$ cat config.mk
export PLATFORM = sky130hd
export DESIGN_NAME = bsf_datapath
export DESIGN_NICKNAME = d
export VERILOG_FILES = /design/src/bsf_pkg.sv /design/src/bsf_shift_unit.sv /design/src/bsf_datapath.sv
export VERILOG_INCLUDE_DIRS = /design/src
export SDC_FILE = /design/constraint.sdc
export NUM_CORES = 1
export LEC_CHECK = 0
export ABC_AREA = 1
export ABC_CLOCK_PERIOD_IN_PS = 4600
export BUFFER_PORTS_ARGS = -buffer_cell sky130_fd_sc_hd__buf_4
export CORE_ASPECT_RATIO = 1.4
export CORE_MARGIN = 4
export CORE_UTILIZATION = 40
export CTS_BUF_LIST = sky130_fd_sc_hd__clkbuf_16
export DETAILED_ROUTE_END_ITERATION = 10
export PLACE_DENSITY_LB_ADDON = 0.1
export SYNTH_ARGS = -nofsm -noshare
export SYNTH_HDL_FRONTEND = slang
export SYNTH_SLANG_ARGS = --single-unit
$ cat constraint.sdc
create_clock -name aclk -period 4.6 [get_ports aclk]
set_input_delay 0.23 -clock aclk [delete_from_list [all_inputs] [get_ports aclk]]
set_output_delay 0.23 -clock aclk [all_outputs]
set_load 0.02 [all_outputs]
$ cat src/bsf_consts.svh
`ifndef BSF_CONSTS_SVH
`define BSF_CONSTS_SVH

// bus geometry
`define BSF_ADDR_W      8
`define BSF_DATA_W      32
`define BSF_STRB_W      4

// register byte offsets
`define BSF_OFF_CMD     8'h00
`define BSF_OFF_OPERAND 8'h04
`define BSF_OFF_STATUS  8'h08
`define BSF_OFF_STACK   8'h0C
`define BSF_OFF_IO_BASE 8'h40
`define BSF_OFF_IO_LAST 8'h7C

// command word field positions
`define BSF_CMD_OP_LSB  0
`define BSF_CMD_OP_W    5
`define BSF_CMD_BIT_LSB 8
`define BSF_CMD_BIT_W   3
`define BSF_CMD_IO_LSB  16

// storage sizes
`define BSF_IO_DEPTH    16
`define BSF_IO_IDX_W    4
`define BSF_STACK_DEPTH 16
`define BSF_SP_W        5
`define BSF_STACK_FULL  5'h10
`define BSF_SP_ONE      5'h01

// status register bit positions
`define BSF_FLAG_C      0
`define BSF_FLAG_Z      1
`define BSF_FLAG_N      2
`define BSF_FLAG_V      3
`define BSF_FLAG_T      6

// stack info register fields
`define BSF_INFO_OVF    8
`define BSF_INFO_UNF    9
`define BSF_INFO_BADOP  10

// reset values and responses
`define BSF_BYTE_RST    8'h00
`define BSF_WORD_RST    32'h00000000
`define BSF_RESP_OKAY   2'h0
`define BSF_RESP_SLVERR 2'h2

`endif

$ cat src/bsf_pkg.sv
`default_nettype none
`include "bsf_consts.svh"

package bsf_pkg;

	// operation codes, numbered in declaration order from zero
	typedef enum logic [`BSF_CMD_OP_W-1:0] {
		bsf_op_nop,
		bsf_op_stack_push,
		bsf_op_stack_pop,
		bsf_op_io_bit_set,
		bsf_op_io_bit_clear,
		bsf_op_logical_shift_left,
		bsf_op_logical_shift_right,
		bsf_op_rotate_left_through_carry,
		bsf_op_rotate_right_through_carry,
		bsf_op_arithmetic_shift_right,
		bsf_op_nibble_exchange,
		bsf_op_indexed_flag_clear,
		bsf_op_bit_to_transfer_flag,
		bsf_op_transfer_flag_to_bit,
		bsf_op_carry_flag_on,
		bsf_op_carry_flag_off,
		bsf_op_negative_flag_on,
		bsf_op_negative_flag_off,
		bsf_op_zero_flag_on
	} bsf_op_t;

	// register regions seen by the bus decoder
	typedef enum logic [2:0] {
		bsf_reg_cmd,
		bsf_reg_operand,
		bsf_reg_status,
		bsf_reg_stack,
		bsf_reg_io,
		bsf_reg_none
	} bsf_region_t;

	// one command as written by software
	typedef struct packed {
		logic [`BSF_IO_IDX_W-1:0]  io_addr;
		logic [`BSF_CMD_BIT_W-1:0] bit_sel;
		logic [`BSF_CMD_OP_W-1:0]  opcode;
	} bsf_cmd_t;

	// flags produced by the shift unit
	typedef struct packed {
		logic c;
		logic z;
		logic n;
		logic v;
	} bsf_shift_flags_t;

endpackage
`default_nettype wire

$ cat src/bsf_shift_unit.sv
`timescale 1ns/100ps
`default_nettype none
`include "bsf_consts.svh"

module bsf_shift_unit (
	input  wire logic                     carry_in,
	input  wire bsf_pkg::bsf_op_t         op,
	input  wire logic [7:0]               value,
	output logic [7:0]                    result,
	output bsf_pkg::bsf_shift_flags_t     flags
);

	// shift and rotate result, carry out taken from the bit that leaves
	always_comb begin
		result  = value;
		flags.c = carry_in;
		case (op)
			bsf_pkg::bsf_op_logical_shift_left: begin
				result  = {value[6:0], 1'b0};
				flags.c = value[7];
			end
			bsf_pkg::bsf_op_logical_shift_right: begin
				result  = {1'b0, value[7:1]};
				flags.c = value[0];
			end
			bsf_pkg::bsf_op_rotate_left_through_carry: begin
				result  = {value[6:0], carry_in};
				flags.c = value[7];
			end
			bsf_pkg::bsf_op_rotate_right_through_carry: begin
				result  = {carry_in, value[7:1]};
				flags.c = value[0];
			end
			bsf_pkg::bsf_op_arithmetic_shift_right: begin
				result  = {value[7], value[7:1]};
				flags.c = value[0];
			end
			default: begin
				result  = value;
				flags.c = carry_in;
			end
		endcase
		// overflow is sign xor carry, the usual rule for one-place shifts
		flags.z = (result == `BSF_BYTE_RST);
		flags.n = result[7];
		flags.v = result[7] ^ flags.c;
	end

endmodule
`default_nettype wire

$ cat src/bsf_datapath.sv
// Implementation choices: the register addresses and the AXI4-Lite register port.
`timescale 1ns/100ps
`default_nettype none
`include "bsf_consts.svh"

// Summary of operation
// - push copies operand onto stack, flags untouched
// - pop loads operand from stack, flags untouched
// - io bit set forces chosen bit one
// - io bit clear forces chosen bit zero
// - shift left, zero in, update Z C N V
// - shift right, zero in, update Z C N V
// - rotate left through carry, update Z C N V
// - rotate right through carry, update Z C N V
// - arithmetic right keeps sign, update Z C N V
// - swap nibbles, flags untouched
// - indexed flag clear zeroes one status bit
// - bit store copies chosen bit into T
// - bit load copies T into chosen bit
// - carry on sets C, carry off clears C
// - negative on sets N, off clears N
// - zero on sets Z only
module bsf_datapath (
	input  wire logic                   aclk,
	input  wire logic                   aresetn,
	input  wire logic [`BSF_ADDR_W-1:0] s_axi_awaddr,
	input  wire logic                   s_axi_awvalid,
	output logic                        s_axi_awready,
	input  wire logic [`BSF_DATA_W-1:0] s_axi_wdata,
	input  wire logic [`BSF_STRB_W-1:0] s_axi_wstrb,
	input  wire logic                   s_axi_wvalid,
	output logic                        s_axi_wready,
	output logic [1:0]                  s_axi_bresp,
	output logic                        s_axi_bvalid,
	input  wire logic                   s_axi_bready,
	input  wire logic [`BSF_ADDR_W-1:0] s_axi_araddr,
	input  wire logic                   s_axi_arvalid,
	output logic                        s_axi_arready,
	output logic [`BSF_DATA_W-1:0]      s_axi_rdata,
	output logic [1:0]                  s_axi_rresp,
	output logic                        s_axi_rvalid,
	input  wire logic                   s_axi_rready,
	output logic [7:0]                  status_flags
);

	// map a byte address to the register it hits
	function automatic bsf_pkg::bsf_region_t decode(input logic [`BSF_ADDR_W-1:0] addr);
		bsf_pkg::bsf_region_t r;
		r = bsf_pkg::bsf_reg_none;
		if (addr[1:0] == 2'h0) begin
			if (addr == `BSF_OFF_CMD)
				r = bsf_pkg::bsf_reg_cmd;
			else if (addr == `BSF_OFF_OPERAND)
				r = bsf_pkg::bsf_reg_operand;
			else if (addr == `BSF_OFF_STATUS)
				r = bsf_pkg::bsf_reg_status;
			else if (addr == `BSF_OFF_STACK)
				r = bsf_pkg::bsf_reg_stack;
			else if (addr >= `BSF_OFF_IO_BASE && addr <= `BSF_OFF_IO_LAST)
				r = bsf_pkg::bsf_reg_io;
		end
		return r;
	endfunction

	// word index of an io register inside its window
	function automatic logic [`BSF_IO_IDX_W-1:0] io_index(input logic [`BSF_ADDR_W-1:0] addr);
		return addr[`BSF_IO_IDX_W+1:2];
	endfunction

	// held write channels and the stored state
	logic [`BSF_ADDR_W-1:0]   aw_addr_q;
	logic [`BSF_DATA_W-1:0]   w_data_q;
	logic [`BSF_STRB_W-1:0]   w_strb_q;
	logic [7:0]               operand;
	logic [7:0]               io_mem [`BSF_IO_DEPTH];
	logic [7:0]               stack_mem [`BSF_STACK_DEPTH];
	logic [`BSF_SP_W-1:0]     stack_ptr;
	logic                     err_overflow;
	logic                     err_underflow;
	logic                     err_badop;
	bsf_pkg::bsf_cmd_t        last_cmd;

	// decoded write and the command it may carry
	logic                     write_fire;
	bsf_pkg::bsf_region_t     wr_region;
	bsf_pkg::bsf_region_t     rd_region;
	logic                     exec_go;
	bsf_pkg::bsf_cmd_t        wr_cmd;
	bsf_pkg::bsf_op_t         wr_op;
	logic [7:0]               shift_result;
	bsf_pkg::bsf_shift_flags_t shift_flags;

	// next values from one executed command
	logic [7:0]               next_operand;
	logic [7:0]               next_status;
	logic [`BSF_SP_W-1:0]     next_stack_ptr;
	logic                     stack_we;
	logic                     io_we;
	logic [7:0]               io_value;
	logic                     set_overflow;
	logic                     set_underflow;
	logic                     set_badop;
	logic [`BSF_DATA_W-1:0]   rd_word;

	// both halves of a write are held before it acts, so the order they arrive in is free
	assign write_fire = !s_axi_awready && !s_axi_wready && !s_axi_bvalid;
	assign wr_region  = decode(aw_addr_q);
	assign rd_region  = decode(s_axi_araddr);
	assign exec_go    = write_fire && wr_region == bsf_pkg::bsf_reg_cmd && w_strb_q[0];
	assign wr_cmd     = {w_data_q[`BSF_CMD_IO_LSB +: `BSF_IO_IDX_W],
	                     w_data_q[`BSF_CMD_BIT_LSB +: `BSF_CMD_BIT_W],
	                     w_data_q[`BSF_CMD_OP_LSB +: `BSF_CMD_OP_W]};
	assign wr_op      = bsf_pkg::bsf_op_t'(wr_cmd.opcode);

	bsf_shift_unit bsf_shift_unit_i (
		.carry_in (status_flags[`BSF_FLAG_C]),
		.op       (wr_op),
		.value    (operand),
		.result   (shift_result),
		.flags    (shift_flags)
	);

	// effect of one command; flags not named by an operation keep their value
	always_comb begin
		next_operand   = operand;
		next_status    = status_flags;
		next_stack_ptr = stack_ptr;
		stack_we       = 1'b0;
		io_we          = 1'b0;
		io_value       = io_mem[wr_cmd.io_addr];
		set_overflow   = 1'b0;
		set_underflow  = 1'b0;
		set_badop      = 1'b0;
		case (wr_op)
			bsf_pkg::bsf_op_nop: begin
				next_operand = operand;
			end
			bsf_pkg::bsf_op_stack_push: begin
				// a full stack refuses the push rather than overwrite the oldest entry
				if (stack_ptr == `BSF_STACK_FULL) begin
					set_overflow = 1'b1;
				end else begin
					stack_we       = 1'b1;
					next_stack_ptr = stack_ptr + `BSF_SP_ONE;
				end
			end
			bsf_pkg::bsf_op_stack_pop: begin
				if (stack_ptr == `BSF_SP_W'(0)) begin
					set_underflow = 1'b1;
				end else begin
					next_operand   = stack_mem[stack_ptr[3:0] - 4'h1];
					next_stack_ptr = stack_ptr - `BSF_SP_ONE;
				end
			end
			bsf_pkg::bsf_op_io_bit_set: begin
				io_we                    = 1'b1;
				io_value[wr_cmd.bit_sel] = 1'b1;
			end
			bsf_pkg::bsf_op_io_bit_clear: begin
				io_we                    = 1'b1;
				io_value[wr_cmd.bit_sel] = 1'b0;
			end
			bsf_pkg::bsf_op_logical_shift_left,
			bsf_pkg::bsf_op_logical_shift_right,
			bsf_pkg::bsf_op_rotate_left_through_carry,
			bsf_pkg::bsf_op_rotate_right_through_carry,
			bsf_pkg::bsf_op_arithmetic_shift_right: begin
				next_operand              = shift_result;
				next_status[`BSF_FLAG_C]  = shift_flags.c;
				next_status[`BSF_FLAG_Z]  = shift_flags.z;
				next_status[`BSF_FLAG_N]  = shift_flags.n;
				next_status[`BSF_FLAG_V]  = shift_flags.v;
			end
			bsf_pkg::bsf_op_nibble_exchange: begin
				next_operand = {operand[3:0], operand[7:4]};
			end
			bsf_pkg::bsf_op_indexed_flag_clear: begin
				next_status[wr_cmd.bit_sel] = 1'b0;
			end
			bsf_pkg::bsf_op_bit_to_transfer_flag: begin
				next_status[`BSF_FLAG_T] = operand[wr_cmd.bit_sel];
			end
			bsf_pkg::bsf_op_transfer_flag_to_bit: begin
				next_operand[wr_cmd.bit_sel] = status_flags[`BSF_FLAG_T];
			end
			bsf_pkg::bsf_op_carry_flag_on: begin
				next_status[`BSF_FLAG_C] = 1'b1;
			end
			bsf_pkg::bsf_op_carry_flag_off: begin
				next_status[`BSF_FLAG_C] = 1'b0;
			end
			bsf_pkg::bsf_op_negative_flag_on: begin
				next_status[`BSF_FLAG_N] = 1'b1;
			end
			bsf_pkg::bsf_op_negative_flag_off: begin
				next_status[`BSF_FLAG_N] = 1'b0;
			end
			bsf_pkg::bsf_op_zero_flag_on: begin
				next_status[`BSF_FLAG_Z] = 1'b1;
			end
			default: begin
				set_badop = 1'b1;
			end
		endcase
	end

	// write address channel: ready again only once the response has gone
	always_ff @(posedge aclk) begin
		if (!aresetn) begin
			s_axi_awready <= 1'b1;
			aw_addr_q     <= `BSF_ADDR_W'(0);
		end else if (s_axi_awvalid && s_axi_awready) begin
			s_axi_awready <= 1'b0;
			aw_addr_q     <= s_axi_awaddr;
		end else if (s_axi_bvalid && s_axi_bready) begin
			s_axi_awready <= 1'b1;
		end
	end

	// write data channel, held alongside the address
	always_ff @(posedge aclk) begin
		if (!aresetn) begin
			s_axi_wready <= 1'b1;
			w_data_q     <= `BSF_WORD_RST;
			w_strb_q     <= `BSF_STRB_W'(0);
		end else if (s_axi_wvalid && s_axi_wready) begin
			s_axi_wready <= 1'b0;
			w_data_q     <= s_axi_wdata;
			w_strb_q     <= s_axi_wstrb;
		end else if (s_axi_bvalid && s_axi_bready) begin
			s_axi_wready <= 1'b1;
		end
	end

	// write response, error for an address outside the map
	always_ff @(posedge aclk) begin
		if (!aresetn) begin
			s_axi_bvalid <= 1'b0;
			s_axi_bresp  <= `BSF_RESP_OKAY;
		end else if (write_fire) begin
			s_axi_bvalid <= 1'b1;
			s_axi_bresp  <= (wr_region == bsf_pkg::bsf_reg_none) ? `BSF_RESP_SLVERR
			                                                      : `BSF_RESP_OKAY;
		end else if (s_axi_bvalid && s_axi_bready) begin
			s_axi_bvalid <= 1'b0;
		end
	end

	// operand register: software load or command result
	always_ff @(posedge aclk) begin
		if (!aresetn) begin
			operand <= `BSF_BYTE_RST;
		end else if (exec_go) begin
			operand <= next_operand;
		end else if (write_fire && wr_region == bsf_pkg::bsf_reg_operand && w_strb_q[0]) begin
			operand <= w_data_q[7:0];
		end
	end

	// status register drives the flag output directly
	always_ff @(posedge aclk) begin
		if (!aresetn) begin
			status_flags <= `BSF_BYTE_RST;
		end else if (exec_go) begin
			status_flags <= next_status;
		end else if (write_fire && wr_region == bsf_pkg::bsf_reg_status && w_strb_q[0]) begin
			status_flags <= w_data_q[7:0];
		end
	end

	// last command, kept for readback
	always_ff @(posedge aclk) begin
		if (!aresetn) begin
			last_cmd <= '0;
		end else if (exec_go) begin
			last_cmd <= wr_cmd;
		end
	end

	// io registers: whole-byte writes from the bus, single-bit edits by command
	always_ff @(posedge aclk) begin
		if (!aresetn) begin
			for (int i = 0; i < `BSF_IO_DEPTH; i++) begin
				io_mem[i] <= `BSF_BYTE_RST;
			end
		end else if (exec_go && io_we) begin
			io_mem[wr_cmd.io_addr] <= io_value;
		end else if (write_fire && wr_region == bsf_pkg::bsf_reg_io && w_strb_q[0]) begin
			io_mem[io_index(aw_addr_q)] <= w_data_q[7:0];
		end
	end

	// stack storage needs no reset; only pushed entries are ever read back
	always_ff @(posedge aclk) begin
		if (exec_go && stack_we) begin
			stack_mem[stack_ptr[3:0]] <= operand;
		end
	end

	// stack pointer counts entries held
	always_ff @(posedge aclk) begin
		if (!aresetn) begin
			stack_ptr <= `BSF_SP_W'(0);
		end else if (exec_go) begin
			stack_ptr <= next_stack_ptr;
		end
	end

	// sticky errors, cleared by writing one; a new error wins over the clear
	always_ff @(posedge aclk) begin
		if (!aresetn) begin
			err_overflow  <= 1'b0;
			err_underflow <= 1'b0;
			err_badop     <= 1'b0;
		end else if (exec_go) begin
			err_overflow  <= err_overflow | set_overflow;
			err_underflow <= err_underflow | set_underflow;
			err_badop     <= err_badop | set_badop;
		end else if (write_fire && wr_region == bsf_pkg::bsf_reg_stack && w_strb_q[1]) begin
			err_overflow  <= err_overflow & ~w_data_q[`BSF_INFO_OVF];
			err_underflow <= err_underflow & ~w_data_q[`BSF_INFO_UNF];
			err_badop     <= err_badop & ~w_data_q[`BSF_INFO_BADOP];
		end
	end

	// read data multiplexer
	always_comb begin
		rd_word = `BSF_WORD_RST;
		case (rd_region)
			bsf_pkg::bsf_reg_cmd: begin
				rd_word[`BSF_CMD_OP_LSB +: `BSF_CMD_OP_W]  = last_cmd.opcode;
				rd_word[`BSF_CMD_BIT_LSB +: `BSF_CMD_BIT_W] = last_cmd.bit_sel;
				rd_word[`BSF_CMD_IO_LSB +: `BSF_IO_IDX_W]   = last_cmd.io_addr;
			end
			bsf_pkg::bsf_reg_operand: begin
				rd_word[7:0] = operand;
			end
			bsf_pkg::bsf_reg_status: begin
				rd_word[7:0] = status_flags;
			end
			bsf_pkg::bsf_reg_stack: begin
				rd_word[`BSF_SP_W-1:0]     = stack_ptr;
				rd_word[`BSF_INFO_OVF]     = err_overflow;
				rd_word[`BSF_INFO_UNF]     = err_underflow;
				rd_word[`BSF_INFO_BADOP]   = err_badop;
			end
			bsf_pkg::bsf_reg_io: begin
				rd_word[7:0] = io_mem[io_index(s_axi_araddr)];
			end
			default: begin
				rd_word = `BSF_WORD_RST;
			end
		endcase
	end

	// read channel: one read in flight, data sampled when the address is taken
	always_ff @(posedge aclk) begin
		if (!aresetn) begin
			s_axi_arready <= 1'b1;
			s_axi_rvalid  <= 1'b0;
			s_axi_rdata   <= `BSF_WORD_RST;
			s_axi_rresp   <= `BSF_RESP_OKAY;
		end else if (s_axi_arvalid && s_axi_arready) begin
			s_axi_arready <= 1'b0;
			s_axi_rvalid  <= 1'b1;
			s_axi_rdata   <= rd_word;
			s_axi_rresp   <= (rd_region == bsf_pkg::bsf_reg_none) ? `BSF_RESP_SLVERR
			                                                       : `BSF_RESP_OKAY;
		end else if (s_axi_rvalid && s_axi_rready) begin
			s_axi_arready <= 1'b1;
			s_axi_rvalid  <= 1'b0;
		end
	end

endmodule
`default_nettype wire

==> flow_summary_export.csv, run 1 <==
group,metric,value,unit
logic_synthesis,syn_area,17300,um^2
worst_setup_path,crit_buf_inv,4,
worst_setup_path,worstSetupPathType,"reg -> reg",
cells_and_area,area_growth,13.9,%
worst_setup_path,cpLargestDelayFamily,"simple AND/OR/NAND/NOR gates",
timing,relSlewSlack,19.8,%
timing,final_hold_viol_count,0,
timing,clock.fmax,299,MHz
logic_synthesis,synth.area.top_cells,"edfxtp_1 (44%), dfxtp_1 (10%), nor2_1 (7.8%), nand2_1 (6.5%), o21ai_0 (6.2%)",
logic_synthesis,synth.most_common_cell,"nor2_1",
floorplan,initial_utilization,40.7,%
route,antenna_left,0,
global_route,antenna_found_initial,0,
timing,drv_slew,0,
cells_and_area,design_area,19700,um^2
timing,min_period_over_period,72.7,%
global_route,grt_first_pass_wirelength,87.1,mm
logic_synthesis,synth_common_cells,"nor2_1 (357), nand2_1 (300), edfxtp_1 (256)",
timing,min_period,3340,ps
route,route.detailed.drc,0,
timing,rsz0062_at_grt,"no",
logic_synthesis,async_flop_share,0,%
cells_and_area,fillers,4167,
route,vias_per_cell,5.57,
logic_synthesis,synth.largest_area_cell,"edfxtp_1",
clock_tree,cts_root_buf,"clkbuf_16",
clock_tree,clock-sinks,343,
route,drt-pass1-iter-count,5,
worst_setup_path,r2r_cells,12,
route,wl_per_cell,22.7,um
global_route,grt.total_usage,24.9,%
clock_tree,ctsHtreeMaxLevel,2,
clock_tree,insertion_delay,540,ps
hold_path,min_path_type,"in -> reg",
logic_synthesis,ys_types,55,
worst_setup_path,cp-start-kind,"flip-flop",
clock_tree,cts_tree,"built",
global_route,overflow,0,
clock_tree,cts_max_path_buffers,3,
global_route,grt_pass1_vias,13800,
clock_tree,cts_resized,0,
logic_synthesis,synthCells,1978,
logic_synthesis,synth.top_cell.area_share,44.5,%
worst_setup_path,cp_data_arrival_time,3500,ps
route,totalWireLength,59.2,mm
cells_and_area,nets,2102,
route,vias,14500,
placement,place_congestion,1.01,
floorplan,ios,108,
logic_synthesis,ys_ff_latch,343,
clock_tree,clk_transition_reported_paths,60,ps
timing,fin_worst_skew,20.7,ps
logic_synthesis,synth_edf_count,256,
worst_setup_path,critPathMaxStageDelay,790,ps
logic_synthesis,syn_avg_cell_area,8.73,um^2
global_route,grt_start_max_net_pins,83,
worst_setup_path,worstSetupPathDepth,12,
timing,worst_slew_pin_slew,1190,ps
power_and_ir_drop,power.leakage,7.47,nW
placement,placed_area,18200,um^2
timing,setup-tns-final,0,ps
hold_path,hold_depth,3,
floorplan,fp.dieW,184,um
clock_tree,numCtsBuffers,38,
power_and_ir_drop,powerDensity,381,nW/um^2
timing,setup_viol,0,
logic_synthesis,synth_ff_type,"edfxtp_1",
job,max_cap_violations,0,
floorplan,design.die.area,46600,um^2
cells_and_area,diodes,0,
cells_and_area,drive_gt1_share,10.3,%
cells_and_area,final_util,46.4,%
floorplan,core,42400,um^2
worst_setup_path,slowest_stage,"nor2_1",
logic_synthesis,synth_warnings,0,
floorplan,die_h,254,um
worst_setup_path,crit_chain,"inv_1 -> nand4_1 -> inv_1 -> nand2_1 -> nand3_1 -> nand3_1 -> inv_1 -> nand2_1 -> buf_4 -> nor3_1 -> nand2_1 -> nor2_1",
placement,portBuffers,69,
power_and_ir_drop,peakVddDrop,0.000314,V
worst_setup_path,critPathMaxFanout,8,
status,status,"completed",
logic_synthesis,yosysSeqAreaShare,54.6,%
floorplan,num_rows,89,
worst_setup_path,crit_path_end_kind,"flip-flop",
placement,hpwlAfterDp,42.8,mm
route,drtIter0Drc,1019,
worst_setup_path,crit_required,4760,ps
-- final timing paths --
path / slack, ps / startpoint / to
worst min-delay path: 10 / s_axi_awaddr[7] / aw_addr_q[7]
worst min register to register: 460 / s_axi_rresp[1] / s_axi_rresp[1]
worst max register to register: 1260 / aw_addr_q[4] / stack_mem[2][1]
worst max-delay path: 1260 / aw_addr_q[4] / stack_mem[2][1]
-- stage by stage --
stage               total power [mW]  worst slack (ps)  instances  hold slack (ps)
global route                    7.75              1070       2606             21.3
floorplan                       3.99              2030       1996              389
global placement                4.34              1350       2527              460
finish                          7.50              1260       2606             13.2
detailed placement              4.34              1310       2527              459
CTS                             7.54              1290       2606             5.13
-- layer usage --
| layer | up-vias | part of all wire, % | GRT usage [%] |
|---|---|---|---|
| met4 | 0 | 6.7 | 13.9 |
| met2 | 546 | 52 | 45.6 |
| met3 | 179 | 5.2 | 3.06 |
| met1 | 6912 | 36 | 27.7 |
| li1 | 6874 | - | - |
| met5 | - | 0 | 0 |
-- sequential cells by signal, summed over array words and instances (netlist names), named ones only --
signal	flops
stack_ptr	5
err_overflow	1
w_data_q	15
io_mem	128
s_axi_rvalid	1
stack_mem	128
operand	8
s_axi_arready	1
last_cmd	12
status_flags	8
s_axi_awready	1
aw_addr_q	8
w_strb_q	2
err_badop	1
s_axi_rresp	1
s_axi_rdata	15
s_axi_bresp	1
s_axi_wready	1
err_underflow	1
s_axi_bvalid	1
-- tightest hold or removal path, delay by kind of cell --
family / cells / cell delay, ps
AOI/OAI and AO/OA: 2 / 200
buffers and inverters: 1 / 70
-- final cells by class --
cell class,count,area (um^2),share of cell area [%]
Timing Repair Buffer,113,881,4.48
Multi-Input combinational cell,1357,6690,34.0
Clock buffer,39,976,4.96
Sequential cell,343,9440,47.9
Clock inverter,27,327,1.66
Tap cell,546,683,3.47
Inverter,181,689,3.50
-- power breakdown --
group	internal (mW)	switching (mW)	leakage, nW
Sequential	3.37	0.0890	3.07
Clock	1.94	1.27	0.632
Combinational	0.227	0.608	3.77
-- cells by family (layout without fill, tap and decap cells) --
kind of cell	after synthesis	count (layout)	synth area share, %
compound gates	478	478	15.9
xor+xnor	6	6	0.304
fa+ha+maj	9	9	0.695
buf+inv	296	360	7.12
flops	343	343	54.6
mux	4	4	0.232
other cells	1	19	0.0217
simple gates	841	841	21.2
-- placed cells by master, fill, tap and decap left out, types with 42 or more instances in the layout --
master / netlist / layout
a21oi_1: 119 / 119
buf_4: 20 / 100
dfxtp_1: 87 / 84
edfxtp_1: 256 / 256
inv_1: 164 / 166
nand2_1: 300 / 300
nand3_1: 123 / 123
nor2_1: 357 / 356
o211ai_1: 52 / 52
o21ai_0: 215 / 215
o22ai_1: 42 / 42
-- timing repair --
action                                 4_1_cts  5_1_grt
hold buffers                                13        0
buffers inserted                             0        0
endpoints found under the hold margin       16        0
No activity file was read; power rests on OpenSTA's default activity.
==> run 2, diff against run 1 <==
Settings changed: ABC_AREA 1 to 0, ABC_CLOCK_PERIOD_IN_PS 4600 to 2760.
Clock period 4.6 ns to 2.76 ns, I/O delays scaled along.
==> flow_summary_export.csv, run 2 <==
group,metric,value,unit
status,status,"completed",
logic_synthesis,synth_common_cells,"edfxtp_1 (256), nor2_1 (186), nand2_1 (149)",
route,drt-pass1-iter-count,5,
floorplan,num_rows,89,
logic_synthesis,synth.top_cell.area_share,45.1,%
cells_and_area,nets,1587,
clock_tree,numCtsBuffers,36,
worst_setup_path,worstSetupPathType,"reg -> reg",
timing,drv_slew,0,
global_route,overflow,0,
cells_and_area,diodes,0,
worst_setup_path,crit_required,3040,ps
cells_and_area,design_area,20200,um^2
floorplan,die_h,252,um
hold_path,hold_depth,3,
clock_tree,clk_transition_reported_paths,60,ps
logic_synthesis,async_flop_share,0,%
worst_setup_path,cp_data_arrival_time,2870,ps
power_and_ir_drop,powerDensity,574,nW/um^2
route,totalWireLength,52.1,mm
cells_and_area,fillers,3847,
global_route,antenna_found_initial,0,
clock_tree,cts_root_buf,"clkbuf_16",
global_route,use_met1,24.8,%
logic_synthesis,synth.area.top_cells,"edfxtp_1 (45%), mux4_2 (14%), dfxtp_1 (10%), nor2_1 (4.1%), nand2_1 (3.3%)",
clock_tree,cts_tree,"built",
worst_setup_path,critPathMaxFanout,20,
hold_path,worstHoldStart,"s_axi_wdata[16]",
floorplan,core,42100,um^2
global_route,met2_usage,44.3,%
route,route.detailed.drc,0,
global_route,grt_start_max_net_pins,43,
timing,worst_slew_pin_slew,981,ps
logic_synthesis,ys_ff_latch,343,
global_route,grt.total_usage,22.5,%
timing,setup_slack,175,ps
floorplan,design.die.area,46000,um^2
global_route,busiest_layer,"met2",
clock_tree,clock-sinks,343,
worst_setup_path,r2r_slack,170,ps
cells_and_area,area_growth,18.4,%
hold_path,min_path_type,"in -> reg",
placement,placed_area,18700,um^2
logic_synthesis,synth_warnings,0,
cells_and_area,final_util,48.0,%
route,antenna_left,0,
timing,clock.fmax,387,MHz
floorplan,initial_utilization,40.5,%
placement,dp_slack,147,ps
logic_synthesis,synth.most_common_cell,"edfxtp_1",
timing,min_period_over_period,93.7,%
job,max_cap_violations,0,
logic_synthesis,syn_area,17000,um^2
logic_synthesis,synth_edf_count,256,
clock_tree,cts_max_path_buffers,3,
worst_setup_path,cp-start-kind,"flip-flop",
timing,whs,26.8,ps
logic_synthesis,ys_types,75,
global_route,grt_pass1_vias,12300,
logic_synthesis,yosysSeqAreaShare,55.3,%
timing,min_period,2590,ps
timing,final_hold_viol_count,0,
cells_and_area,final_common_cell,"edfxtp_1",
timing,rsz0062_at_grt,"no",
cells_and_area,drive_gt1_share,27.1,%
placement,place_congestion,0.913,
route,wl_per_cell,24.9,um
floorplan,fp.dieW,182,um
power_and_ir_drop,peakVddDrop,0.000423,V
logic_synthesis,synth_ff_type,"edfxtp_1",
worst_setup_path,crit_path_end_kind,"flip-flop",
timing,relSlewSlack,34.3,%
route,vias_per_cell,5.70,
floorplan,ios,108,
global_route,met3_usage,2.61,%
logic_synthesis,syn_avg_cell_area,12.6,um^2
route,drtIter0Drc,950,
power_and_ir_drop,power.leakage,7.08,nW
timing,setup-tns-final,0,ps
placement,hpwlAfterDp,38.7,mm
timing,setup_viol,0,
logic_synthesis,synth.largest_area_cell,"edfxtp_1",
logic_synthesis,synthCells,1348,
worst_setup_path,r2r_end,"io_mem[13][0]",
worst_setup_path,r2r_cells,6,
timing,fin_worst_skew,17.0,ps
route,vias,11900,
global_route,grt_first_pass_wirelength,77.7,mm
cells_and_area,mostFrequentLayoutCells,"edfxtp_1 (256), buf_4 (196), nor2_1 (186), nand2_1 (149), mux4_2 (105)",
clock_tree,insertion_delay,540,ps
clock_tree,ctsHtreeMaxLevel,2,
placement,portBuffers,69,
[run 2: how the worst max path moves through the flow]
stage	from	to	slack, ps	cells past startpoint
after CTS	s_axi_wready	io_mem[8][2]	130	7
after floorplan	s_axi_bvalid	io_mem[2][0]	-20	6
final	flip-flop	io_mem[13][0]	170	6
after global routing	s_axi_wready	io_mem[11][4]	10	7
after detailed placement	s_axi_wready	io_mem[8][3]	150	7
after global placement	flip-flop	io_mem[5][1]	190	6
[run 2: layer usage]
metal,share of wire (%),vias up
li1,-,5410
met1,35,6059
met2,58,341
met3,3.8,94
met4,3.2,0
met5,0,-
[run 2: cell type report]
type	count	area, um^2	share of cell area, %
clock buffer	38	951	4.71
timing repair buffer	231	1880	9.32
clock inverter	25	194	0.961
tap	546	683	3.38
multi-input combinational	895	7000	34.7
inverter	12	45.0	0.223
sequential	343	9430	46.7
[run 2: repair_timing]
action,4_1_cts,5_1_grt
endpoints found under the setup margin,0,24
resized for setup,0,3
hold endpoints to repair,40,0
setup buffers,0,0
hold buffers,29,0
[run 2: cell families after synthesis]
group / count (synthesis) / synth area share (%)
and+or+nand+nor: 468 / 12.4
DFF: 343 / 55.3
AOI/OAI and AO/OA: 245 / 9.37
muxes: 148 / 17.6
buffers and inverters: 128 / 4.24
adders and majority gates: 9 / 0.705
xor gates and xnor gates: 6 / 0.308
other: 1 / 0.0220
[run 2: worst max-delay path: stages, from the launching register on]
cell     delay, ps
dfxtp_2        380
buf_12         210
mux4_1         610
mux4_2         490
a221o_1        400
o21ai_2        150
nor2_1          70
[run 2: through the flow]
| stage | instances | power, mW |
|---|---|---|
| final | 2090 | 11.6 |
| after CTS | 2090 | 11.7 |
| after global routing | 2090 | 12.0 |
| after floorplan | 1366 | 6.45 |
| after global placement | 1998 | 6.84 |
| after detailed placement | 1998 | 6.85 |
[run 2: power by group]
| part | switching (mW) | internal (mW) | leakage, nW |
|---|---|---|---|
| Clock | 2.04 | 2.77 | 0.596 |
| Combinational | 0.614 | 0.464 | 3.31 |
| Sequential | 0.0951 | 5.60 | 3.18 |
